--- config.mk ---
export PLATFORM = sky130hd
export DESIGN_NAME = mce_encoder
export DESIGN_NICKNAME = d
export VERILOG_FILES = /design/src/common/mce_pkg.sv /design/src/hw/mce_encoder.sv
export SDC_FILE = /design/constraint.sdc
export NUM_CORES = 1
export LEC_CHECK = 0
export ABC_AREA = 1
export BUFFER_PORTS_ARGS = -buffer_cell sky130_fd_sc_hd__clkbuf_2
export CELL_PAD_IN_SITES_DETAIL_PLACEMENT = 1
export CELL_PAD_IN_SITES_GLOBAL_PLACEMENT = 2
export CORE_UTILIZATION = 30
export DETAILED_ROUTE_END_ITERATION = 10
export GPL_TIMING_DRIVEN = 0
export PLACE_DENSITY_LB_ADDON = 0.1
export SLEW_MARGIN = 20
export SYNTH_ARGS = -nofsm -noshare
export SYNTH_HDL_FRONTEND = slang
export SYNTH_SLANG_ARGS = --single-unit
--- constraint.sdc ---
create_clock -name pclk -period 1.9 [get_ports pclk]
set_input_delay 0.19 -clock pclk [delete_from_list [all_inputs] [get_ports pclk]]
set_output_delay 0.19 -clock pclk [all_outputs]
set_load 0.02 [all_outputs]
--- src/common/mce_pkg.sv ---
// Package: constants, encodings and carrier types of the machine-check code encoder
package mce_pkg;

  // ********************************************************************
  // Request field encodings
  // ********************************************************************
  typedef enum logic [3:0] {
    MCE_REQ_GENERIC   = 4'h0,
    MCE_REQ_RD        = 4'h1,
    MCE_REQ_WR        = 4'h2,
    MCE_REQ_DATA_LOAD = 4'h3,
    MCE_REQ_DATA_STOR = 4'h4,
    MCE_REQ_INSTR     = 4'h5,
    MCE_REQ_LOOKAHEAD = 4'h6,
    MCE_REQ_CASTOUT   = 4'h7,
    MCE_REQ_PROBE     = 4'h8
  } mce_req_t;

  // ********************************************************************
  // Sub-field encodings
  // ********************************************************************
  localparam logic [1:0] MCE_PART_LOCAL_ORIG = 2'h0;
  localparam logic [1:0] MCE_PART_LOCAL_ANS  = 2'h1;
  localparam logic [1:0] MCE_PART_THIRD      = 2'h2;
  localparam logic [1:0] MCE_PART_GENERIC    = 2'h3;
  localparam logic [1:0] MCE_MIO_MEM         = 2'h0;
  localparam logic [1:0] MCE_MIO_RSVD        = 2'h1;
  localparam logic [1:0] MCE_MIO_IO          = 2'h2;
  localparam logic [1:0] MCE_MIO_OTHER       = 2'h3;
  localparam logic [2:0] MCE_MTX_GENERIC     = 3'h0;
  localparam logic [2:0] MCE_MTX_SCRUB       = 3'h4;
  localparam logic [3:0] MCE_CHAN_NONE       = 4'hf;
  localparam logic [1:0] MCE_TT_INSTR        = 2'h0;
  localparam logic [1:0] MCE_TT_DATA         = 2'h1;
  localparam logic [1:0] MCE_TT_GENERIC      = 2'h2;
  localparam logic [1:0] MCE_LVL_GENERIC     = 2'h3;
  localparam logic [1:0] MCE_LVL_2           = 2'h2;
  localparam logic [2:0] MCE_ADDR_MODE_PHYS  = 3'h2;
  localparam logic [15:0] MCE_CODE_WRITEBACK = 16'h017a;
  localparam logic [7:0]  MCE_CODE_SCRUB_HI  = 8'h0c;

  // ********************************************************************
  // APB register map (byte addresses)
  // ********************************************************************
  localparam logic [7:0] MCE_OFS_STATUS = 8'h00;
  localparam logic [7:0] MCE_OFS_ADDR   = 8'h04;
  localparam logic [7:0] MCE_OFS_MISC   = 8'h08;
  localparam logic [7:0] MCE_OFS_GLOBAL = 8'h0c;
  localparam logic [7:0] MCE_OFS_CTRL   = 8'h10;

  // Status word bit positions
  localparam int MCE_ST_VALID = 31;
  localparam int MCE_ST_OVER  = 30;
  localparam int MCE_ST_UNC   = 29;
  localparam int MCE_ST_EN    = 28;
  localparam int MCE_ST_XINFO  = 27;
  localparam int MCE_ST_FADDR  = 26;
  localparam int MCE_ST_CTXBAD = 25;
  localparam int MCE_ST_SIG    = 24;
  localparam int MCE_ST_ACTREQ = 23;
  localparam int MCE_ST_FBIT  = 12;
  // Global word bit positions
  localparam int MCE_GL_RESTART = 0;
  localparam int MCE_GL_ERRPTR  = 1;
  localparam int MCE_GL_INPROG  = 2;
  // Control word bit positions
  localparam int MCE_CT_SHARED = 0;
  localparam int MCE_CT_UCR_EN = 1;
  localparam int MCE_CT_BANKEN = 2;

  // ********************************************************************
  // Error event classes
  // ********************************************************************
  typedef enum logic [2:0] {
    MCE_CLS_BUS       = 3'b000,
    MCE_CLS_CACHE     = 3'b001,
    MCE_CLS_MEMCTL    = 3'b010,
    MCE_CLS_SCRUB     = 3'b011,
    MCE_CLS_WRITEBACK = 3'b100
  } mce_cls_t;

  // Error event carrier
  typedef struct packed {
    mce_cls_t   cls;
    mce_req_t   request_field;
    logic       req_known;
    logic       instr_or_data_known;
    logic       is_store;
    logic [1:0] participation_field;
    logic       timed_out;
    logic [1:0] mem_io_field;
    logic [2:0] memory_txn_field;
    logic       chan_known;
    logic [3:0] channel_index;
    logic [1:0] txn_type_field;
    logic [1:0] level_field;
    logic [31:0] fault_address;
    logic [5:0] addr_lsb;
  } mce_event_t;

endpackage : mce_pkg

--- src/hw/mce_encoder.sv ---
// Machine-check compound error code encoder with one APB-visible error bank
//
// Decided for this implementation: the APB interface to the registers and the register offsets.
`timescale 1ns/1ps
// Summary of operation
// - Request field encodes nine action kinds, 0000 through 1000.
// - Unknown action gives generic fault; unknown instr/data gives generic read/store.
// - Castout and probe request codes appear only in cache codes.
// - Bus errors fill participation, time-out, memory-or-I/O, level and request.
// - Participation: 00 originated, 01 answered, 10 third party, 11 generic.
// - Time-out bit is 1 on timeout, else 0.
// - Memory-or-I/O: 00 memory, 10 I/O, 11 other; 01 reserved.
// - Memory transaction 000..100; values 101-111 reserved.
// - Channel 0000-1110 is a number, 1111 means unspecified.
// - Scrub and L3 writeback uncorrected errors are recoverable action-optional.
// - Scrub error logs as memory controller code 0xC0-0xCF.
// - L3 writeback error logs as cache code 0x17A.
// - Filtering bit 12 is 0 for both action-optional errors.
// - Action-optional log sets valid, uncorrected, enabled, info, address, signal; clears overflow, corrupt, action.
// - Action-optional errors publish failing address in address and misc registers.
// - Misc register holds physical address mode 010 and address LSB.
// - Uncorrected recoverable errors broadcast the machine-check signal to all processors.
// - Shared bank shows the error to sharers only.
// - Action-optional errors leave restart pointer valid 1 and error pointer 0.
// - Codes follow memory controller, cache and bus 16-bit forms.
// - Transaction type: 00 instruction, 01 data, 10 generic.
// - Level: 00, 01, 10 levels; 11 generic.
// - Detected error writes code into status bits 15:0 and sets valid.
module mce_encoder
  import mce_pkg::*;
(
  input  wire logic        pclk,
  input  wire logic        presetn,
  input  wire logic        psel,
  input  wire logic        penable,
  input  wire logic        pwrite,
  input  wire logic [7:0]  paddr,
  input  wire logic [31:0] pwdata,
  output logic      [31:0] prdata,
  output logic             pready,
  output logic             pslverr,
  input  wire logic        err_valid,
  input  wire mce_event_t  err_event,
  output logic             machine_check_signal,
  output logic             bank_visible
);

  // ********************************************************************
  // Code composition
  // ********************************************************************
  mce_req_t   req_sel;
  logic [1:0] mio_sel;
  logic [2:0] mtx_sel;
  logic [3:0] chan_sel;
  logic [15:0] code_next;
  logic        optional_evt;

  // Request field resolution, unknowns fall back to generic codes
  always_comb begin
    if (!err_event.req_known) begin
      req_sel = MCE_REQ_GENERIC;
    end else if (!err_event.instr_or_data_known) begin
      req_sel = err_event.is_store ? MCE_REQ_WR : MCE_REQ_RD;
    end else begin
      req_sel = err_event.request_field;
    end
    // Castout and probe are cache-only; elsewhere they fold to generic
    if (err_event.cls != MCE_CLS_CACHE &&
        (req_sel == MCE_REQ_CASTOUT || req_sel == MCE_REQ_PROBE)) begin
      req_sel = MCE_REQ_GENERIC;
    end
  end

  // Reserved sub-field values are replaced by the generic/other encodings
  always_comb begin
    mio_sel = (err_event.mem_io_field == MCE_MIO_RSVD) ? MCE_MIO_OTHER : err_event.mem_io_field;
    mtx_sel = (err_event.memory_txn_field > MCE_MTX_SCRUB) ? MCE_MTX_GENERIC
                                                            : err_event.memory_txn_field;
    chan_sel = err_event.chan_known ? err_event.channel_index : MCE_CHAN_NONE;
  end

  // Assemble the 16-bit compound code, F bit always normal
  always_comb begin
    optional_evt = (err_event.cls == MCE_CLS_SCRUB) || (err_event.cls == MCE_CLS_WRITEBACK);
    case (err_event.cls)
      MCE_CLS_BUS: begin
        code_next = {3'b000, 1'b0, 1'b1, err_event.participation_field, err_event.timed_out,
                     req_sel, mio_sel, err_event.level_field};
      end
      MCE_CLS_CACHE: begin
        code_next = {3'b000, 1'b0, 4'b0001, req_sel,
                     err_event.txn_type_field, err_event.level_field};
      end
      MCE_CLS_MEMCTL: begin
        code_next = {3'b000, 1'b0, 4'b0000, 1'b1, mtx_sel, chan_sel};
      end
      MCE_CLS_SCRUB: begin
        code_next = {4'h0, MCE_CODE_SCRUB_HI, chan_sel};
      end
      MCE_CLS_WRITEBACK: begin
        code_next = MCE_CODE_WRITEBACK;
      end
      default: begin
        code_next = {4'h0, MCE_CODE_SCRUB_HI, MCE_CHAN_NONE};
      end
    endcase
  end

  // ********************************************************************
  // Bank registers
  // ********************************************************************
  logic [31:0] bank_status_reg;
  logic [31:0] bank_fault_address_reg;
  logic [31:0] bank_extra_info_reg;
  logic [2:0]  global_check_status_reg;
  logic [2:0]  ctrl_reg;
  logic        log_evt;
  logic        apb_wr;
  logic        apb_rd;
  logic [31:0] status_next;

  assign apb_wr  = psel && penable && pwrite;
  assign apb_rd  = psel && penable && !pwrite;
  // An enabled bank takes every event and overwrites any earlier entry
  assign log_evt = err_valid && ctrl_reg[MCE_CT_BANKEN];

  // Status flag image for the incoming event
  always_comb begin
    status_next = 32'h0000_0000;
    status_next[15:0]           = code_next;
    status_next[MCE_ST_VALID]   = 1'b1;
    status_next[MCE_ST_OVER]    = bank_status_reg[MCE_ST_VALID] && !optional_evt;
    status_next[MCE_ST_UNC]     = optional_evt;
    status_next[MCE_ST_EN]      = 1'b1;
    status_next[MCE_ST_XINFO]   = optional_evt;
    status_next[MCE_ST_FADDR]   = optional_evt;
    status_next[MCE_ST_CTXBAD]  = 1'b0;
    status_next[MCE_ST_SIG]     = optional_evt;
    status_next[MCE_ST_ACTREQ]  = 1'b0;
    status_next[MCE_ST_FBIT]    = 1'b0;
  end

  // Status: logging wins over a software clear in the same cycle
  always_ff @(posedge pclk or negedge presetn) begin
    if (!presetn) begin
      bank_status_reg <= 32'h0000_0000;
    end else if (log_evt) begin
      bank_status_reg <= status_next;
    end else if (apb_wr && paddr == MCE_OFS_STATUS) begin
      bank_status_reg <= pwdata;
    end
  end

  // Address and misc capture for action-optional errors
  always_ff @(posedge pclk or negedge presetn) begin
    if (!presetn) begin
      bank_fault_address_reg <= 32'h0000_0000;
      bank_extra_info_reg    <= 32'h0000_0000;
    end else if (log_evt && optional_evt) begin
      bank_fault_address_reg <= err_event.fault_address;
      bank_extra_info_reg    <= {23'h000000, MCE_ADDR_MODE_PHYS, err_event.addr_lsb};
    end else if (apb_wr && paddr == MCE_OFS_ADDR) begin
      bank_fault_address_reg <= pwdata;
    end else if (apb_wr && paddr == MCE_OFS_MISC) begin
      bank_extra_info_reg <= pwdata;
    end
  end

  // Global status: restart ok, error pointer not exact, check in progress
  always_ff @(posedge pclk or negedge presetn) begin
    if (!presetn) begin
      global_check_status_reg <= 3'h0;
    end else if (err_valid && optional_evt) begin
      // Every processor sees this, reporting or not
      global_check_status_reg <= 3'b101;
    end else if (apb_wr && paddr == MCE_OFS_GLOBAL) begin
      global_check_status_reg <= pwdata[2:0];
    end
  end

  // Control: shared-bank, recoverable-support, bank enable
  always_ff @(posedge pclk or negedge presetn) begin
    if (!presetn) begin
      ctrl_reg <= 3'b111;
    end else if (apb_wr && paddr == MCE_OFS_CTRL) begin
      ctrl_reg <= pwdata[2:0];
    end
  end

  // Machine-check broadcast pulse, registered on the edge that takes err_valid, whether or not the bank logs
  always_ff @(posedge pclk or negedge presetn) begin
    if (!presetn) begin
      machine_check_signal <= 1'b0;
    end else begin
      machine_check_signal <= err_valid && optional_evt && ctrl_reg[MCE_CT_UCR_EN];
    end
  end

  // Sharers see the bank; a private bank hides it from other processors
  assign bank_visible = bank_status_reg[MCE_ST_VALID] && ctrl_reg[MCE_CT_SHARED];

  // ********************************************************************
  // APB slave, zero wait states
  // ********************************************************************
  assign pready = 1'b1;
  always_comb begin
    prdata  = 32'h0000_0000;
    pslverr = 1'b0;
    if (apb_rd || apb_wr) begin
      case (paddr)
        MCE_OFS_STATUS: prdata = bank_status_reg;
        MCE_OFS_ADDR:   prdata = bank_fault_address_reg;
        MCE_OFS_MISC:   prdata = bank_extra_info_reg;
        MCE_OFS_GLOBAL: prdata = {29'h0, global_check_status_reg};
        MCE_OFS_CTRL:   prdata = {29'h0, ctrl_reg};
        default:        pslverr = 1'b1;
      endcase
    end
  end

  // ********************************************************************
  // Assertions
  // ********************************************************************
  property p_scrub_code;
    @(posedge pclk) disable iff (!presetn)
      (log_evt && err_event.cls == MCE_CLS_SCRUB) |=> (bank_status_reg[15:4] == 12'h00c);
  endproperty
  a_scrub_code: assert property (p_scrub_code) else $error("scrub code wrong");

  property p_wb_code;
    @(posedge pclk) disable iff (!presetn)
      (log_evt && err_event.cls == MCE_CLS_WRITEBACK) |=> (bank_status_reg[15:0] == 16'h017a);
  endproperty
  a_wb_code: assert property (p_wb_code) else $error("writeback code wrong");

  property p_flags;
    @(posedge pclk) disable iff (!presetn)
      (log_evt && optional_evt) |=> (bank_status_reg[31:23] == 9'b101111010 && !bank_status_reg[12]);
  endproperty
  a_flags: assert property (p_flags) else $error("optional status flags wrong");

  property p_valid;
    @(posedge pclk) disable iff (!presetn)
      log_evt |=> bank_status_reg[MCE_ST_VALID];
  endproperty
  a_valid: assert property (p_valid) else $error("valid not set");

  property p_mce;
    @(posedge pclk) disable iff (!presetn)
      (err_valid && optional_evt && ctrl_reg[MCE_CT_UCR_EN]) |=> machine_check_signal;
  endproperty
  a_mce: assert property (p_mce) else $error("broadcast missing");

  // Back-to-back events keep the pulse high; otherwise it lasts one cycle
  property p_mce_quiet;
    @(posedge pclk) disable iff (!presetn)
      !(err_valid && optional_evt && ctrl_reg[MCE_CT_UCR_EN]) |=> !machine_check_signal;
  endproperty
  a_mce_quiet: assert property (p_mce_quiet) else $error("stray broadcast");

  property p_global;
    @(posedge pclk) disable iff (!presetn)
      (err_valid && optional_evt) |=> (global_check_status_reg[1:0] == 2'b01);
  endproperty
  a_global: assert property (p_global) else $error("pointer flags wrong");

  property p_no_rsvd_mio;
    @(posedge pclk) disable iff (!presetn)
      (log_evt && err_event.cls == MCE_CLS_BUS) |=> (bank_status_reg[3:2] != 2'b01);
  endproperty
  a_no_rsvd_mio: assert property (p_no_rsvd_mio) else $error("reserved io field");

  property p_no_rsvd_mtx;
    @(posedge pclk) disable iff (!presetn)
      (log_evt && err_event.cls == MCE_CLS_MEMCTL) |=> (bank_status_reg[6:4] <= 3'b100);
  endproperty
  a_no_rsvd_mtx: assert property (p_no_rsvd_mtx) else $error("reserved txn field");

  property p_misc_mode;
    @(posedge pclk) disable iff (!presetn)
      (log_evt && optional_evt) |=> (bank_extra_info_reg[8:6] == 3'b010);
  endproperty
  a_misc_mode: assert property (p_misc_mode) else $error("misc mode wrong");

  // Field placement per code form, checked against the event that was logged
  property p_form_bus;
    @(posedge pclk) disable iff (!presetn)
      (log_evt && err_event.cls == MCE_CLS_BUS) |=> (bank_status_reg[15:11] == 5'b00001);
  endproperty
  a_form_bus: assert property (p_form_bus) else $error("bus form wrong");

  property p_form_cache;
    @(posedge pclk) disable iff (!presetn)
      (log_evt && err_event.cls == MCE_CLS_CACHE) |=> (bank_status_reg[15:8] == 8'h01);
  endproperty
  a_form_cache: assert property (p_form_cache) else $error("cache form wrong");

  property p_form_mem;
    @(posedge pclk) disable iff (!presetn)
      (log_evt && err_event.cls == MCE_CLS_MEMCTL) |=> (bank_status_reg[15:7] == 9'h001);
  endproperty
  a_form_mem: assert property (p_form_mem) else $error("memory form wrong");

  property p_fbit;
    @(posedge pclk) disable iff (!presetn)
      log_evt |=> !bank_status_reg[MCE_ST_FBIT];
  endproperty
  a_fbit: assert property (p_fbit) else $error("filter bit set");

  property p_no_line_castout;
    @(posedge pclk) disable iff (!presetn)
      (log_evt && err_event.cls == MCE_CLS_BUS) |=>
        (bank_status_reg[7:4] != 4'h7 && bank_status_reg[7:4] != 4'h8);
  endproperty
  a_no_line_castout: assert property (p_no_line_castout) else $error("cache-only request on bus");

  property p_req_unknown;
    @(posedge pclk) disable iff (!presetn)
      (log_evt && !err_event.req_known && (err_event.cls == MCE_CLS_BUS || err_event.cls == MCE_CLS_CACHE))
        |=> (bank_status_reg[7:4] == 4'h0);
  endproperty
  a_req_unknown: assert property (p_req_unknown) else $error("unknown request not generic");

  property p_req_guess;
    @(posedge pclk) disable iff (!presetn)
      (log_evt && err_event.cls == MCE_CLS_CACHE && err_event.req_known && !err_event.instr_or_data_known)
        |=> (bank_status_reg[7:4] == ($past(err_event.is_store) ? 4'h2 : 4'h1));
  endproperty
  a_req_guess: assert property (p_req_guess) else $error("generic read or write wrong");

  property p_chan_none;
    @(posedge pclk) disable iff (!presetn)
      (log_evt && !err_event.chan_known && (err_event.cls == MCE_CLS_SCRUB || err_event.cls == MCE_CLS_MEMCTL))
        |=> (bank_status_reg[3:0] == 4'hf);
  endproperty
  a_chan_none: assert property (p_chan_none) else $error("unspecified channel wrong");

  property p_chan_mem;
    @(posedge pclk) disable iff (!presetn)
      (log_evt && err_event.cls == MCE_CLS_MEMCTL && err_event.chan_known)
        |=> (bank_status_reg[3:0] == $past(err_event.channel_index));
  endproperty
  a_chan_mem: assert property (p_chan_mem) else $error("channel number wrong");

  property p_timeout;
    @(posedge pclk) disable iff (!presetn)
      (log_evt && err_event.cls == MCE_CLS_BUS) |=> (bank_status_reg[8] == $past(err_event.timed_out));
  endproperty
  a_timeout: assert property (p_timeout) else $error("time-out bit wrong");

  property p_part;
    @(posedge pclk) disable iff (!presetn)
      (log_evt && err_event.cls == MCE_CLS_BUS)
        |=> (bank_status_reg[10:9] == $past(err_event.participation_field));
  endproperty
  a_part: assert property (p_part) else $error("participation wrong");

  property p_mio;
    @(posedge pclk) disable iff (!presetn)
      (log_evt && err_event.cls == MCE_CLS_BUS && err_event.mem_io_field != MCE_MIO_RSVD)
        |=> (bank_status_reg[3:2] == $past(err_event.mem_io_field));
  endproperty
  a_mio: assert property (p_mio) else $error("memory-or-io wrong");

  property p_txn;
    @(posedge pclk) disable iff (!presetn)
      (log_evt && err_event.cls == MCE_CLS_CACHE) |=> (bank_status_reg[3:2] == $past(err_event.txn_type_field));
  endproperty
  a_txn: assert property (p_txn) else $error("transaction type wrong");

  property p_level;
    @(posedge pclk) disable iff (!presetn)
      (log_evt && (err_event.cls == MCE_CLS_CACHE || err_event.cls == MCE_CLS_BUS))
        |=> (bank_status_reg[1:0] == $past(err_event.level_field));
  endproperty
  a_level: assert property (p_level) else $error("level wrong");

  // Address capture must track the event, not a stale software value
  property p_addr_cap;
    @(posedge pclk) disable iff (!presetn)
      (log_evt && optional_evt) |=> (bank_fault_address_reg == $past(err_event.fault_address));
  endproperty
  a_addr_cap: assert property (p_addr_cap) else $error("fault address not captured");

endmodule : mce_encoder

==> metrics.cfg <==
[timing]
timing.final.crit_share_pct = 94.3
worst-slew-pin-transition_ps = 506
setup-tns-final_ps = 0
setup-violations-final = 0
finalHoldWorstSlack_ps = 53.7
slew_headroom_pct = 66.3
post_route_setup_slack_ps = 108
final-max-slew-violation-count = 0
hold_viol = 0
post-route-min-period_ps = 1790
max_freq_mhz = 558
fin_worst_skew_ps = 7.77

[synthesis]
synthesized_flop_and_latch_total = 103
post_synth_edffs = 0
synth.cell_area_um2 = 5890
synthDominantAreaCellType = dfrtp_1
ys.flop_type = dfrtp_1
post-synth-top-area-fraction_pct = 42.5
synthesis.instances = 804
share_of_synthesized_cell_area_in_full_adder_half_adder_and_majority_cells_pct = 0
synthSimpleGateAreaFrac_pct = 27.1
synth-seq-area-share_pct = 43.8
synth.net_count = 915
synth-xor-area-share_pct = 0
post_synth_mux_area_share_pct = 0
yosysWarnings = 0
ys_types = 38
synth_compound_area_share_pct = 17.0
async_flop_share_pct = 100
synth.area.top_cells = dfrtp_1, nand2_1, o21ai_0
avgSynthCellArea_um2 = 7.33
synth_top_family_by_area = simple AND/OR/NAND/NOR gates

[pwr]
vdd.ir_drop.worst_mv = 0.438
static-leakage-power_nw = 4.03
power_total_mw = 4.95
power.density_cell_area_nw_per_um2 = 665

[placement]
dpl_worst_slack_ps = -284
placed_cell_area_um2 = 6980
routabilityCongestion = 0.771
io_buffer_count = 144
place_hpwl_um = 16700

[final_layout]
insertedDiodeCount = 0
final_layout_size_suffix_gt1_share_pct = 25.8
finish.instance_area_um2 = 7440
final_nets = 1076
layout_commonest_cell = nand2_1
syn_to_final_growth_pct = 26.2
leading_cell_types_in_the_layout_fill_and_taps_excluded = nand2_1, clkbuf_2, inv_1

[global_route]
grt_max_degree = 59
grt_usage_pct = 23.4
number_of_antenna_violations_at_the_first_check_in_global_routing = 0
grt_remaining_overflow = 0
grt_first_pass_wirelength_um = 34900
first_global_vias = 5966

[clocking]
cts_buffers = 9
cts.root.buffer_cell = clkbuf_16
cts_num_sinks = 103
clkSlewWorstSetupHoldPaths_ps = 80
worstSkewPairLatency_ps = 360
clk_buf_depth = 2
tritoncts_clock_tree = yes
htree_levels = 3

[setup_path]
r2r_end = bank_fault_address_reg[31]
crit_required_ps = 1710
crit-reg2reg-launch = ctrl_reg[2]
worst-r2r-cell-count = 8
critPathMaxFanout = 6
critPathArrivalTime_ps = 1600
endpoint_kind = output pin
cp-start-kind = primary input
rrSetupSlack_ps = 190
critical_path_class = in2out

[hold_path]
hp-start = pwdata[20]
worstHoldPathType = in2reg
min_to = bank_status_reg[20]
hold-path-cell-count = 3

[job]
max_cap_violations = 0

[floorplanning]
chipHeight_um = 142
floorplan.initialDensity_pct = 31.1
rows = 50
chipWidth_um = 142
die_outline_area_um2 = 20200
core_um2 = 19000
io-pin-count = 147

[drt]
route.detailed.drc = 0
routed_vias = 5911
wirelength_um = 22700
post_drt_via_cell_ratio = 4.81
drtPass1Iterations = 4
detailedRoute.firstIterationViolations = 245
routed_wire_length_per_instance_um = 18.4
detail-route-antenna-nets = 0

[outcome]
status = complete, no violations

cell families after synthesis:
| kind of cell | Yosys count |
|---|---|
| AND/OR/NAND/NOR | 368 |
| AO/OA/AOI/OAI | 175 |
| buffers and inverters | 157 |
| flip-flops | 103 |
| other | 1 |
worst max-delay path, stage by stage:
cell and delay [ps]:
clkbuf_2 80, inv_1 60, nand2_2 100, inv_2 100, nand3_2 90, inv_1 80
nand2_2 70, o21ai_2 100, nand2_4 130, buf_6 170, a31o_2 210, inv_1 50
clkbuf_2 150
what timing repair did:
| item | CTS | global route |
|---|---|---|
| resized for setup | 17 | 36 |
| setup endpoints to repair | 58 | 40 |
| buffers inserted | 3 | 3 |
| endpoints found under the hold margin | 42 | 0 |
| pin swaps | 1 | 2 |
| hold buffers | 1 | 0 |
through the flow:
stage | util, % | instances
6_report | 39.2 | 1230
5_1_grt | 39.2 | 1230
4_1_cts | 38.7 | 1227
3_5_place_dp | 36.8 | 1209
3_3_place_gp | 36.6 | 1208
2_1_floorplan | - | 804
per-layer routing:
layer	routed length [um]	global-route usage, %	vias to the layer above
met5	0	0	-
met4	155	4.81	0
met3	909	3.16	9
met2	10500	37.4	135
met1	11100	33.7	2864
li1	-	-	2903
cell usage after synthesis (4+ instances only):
library cell / n
inv_1: 104
o211ai_1: 10
inv_2: 9
buf_4: 11
o21ai_1: 20
nand3_1: 58
a31o_2: 7
nor3_1: 4
buf_2: 20
buf_6: 6
dfrtp_1: 100
o21ai_0: 91
nand2_4: 6
nor2_1: 47
nand2_1: 234
a31oi_1: 13
o22ai_1: 5
nand2_2: 6
a21oi_1: 11
o21a_1: 10
report_power, final:
group / total, mW / internal, mW / leakage, nW / switching, mW
clock network: 1.87 / 0.942 / 0.138 / 0.928
registers: 2.46 / 2.39 / 1.22 / 0.0766
logic: 0.611 / 0.240 / 2.67 / 0.371
worst max path at each step:
stage                   from             endpoint  slack [ps]
floorplan           paddr[5]            prdata[2]         350
detailed placement  paddr[0]            prdata[7]        -280
global placement     presetn  bank_status_reg[15]       -1080
global route        paddr[0]            prdata[8]         -30
CTS                 paddr[5]           prdata[30]           6
finish              paddr[0]            prdata[8]         110
area by class of cell:
type,instances,area [um^2]
inverters,116,462
clock buffers,11,243
plain buffers,39,312
flip-flops and latches,103,2580
repair buffers,152,841
multi-input cells,544,2630
clock inverters,5,41.3
well taps,260,325
fillers,2419,11500
(Power assumes the default switching activity.)
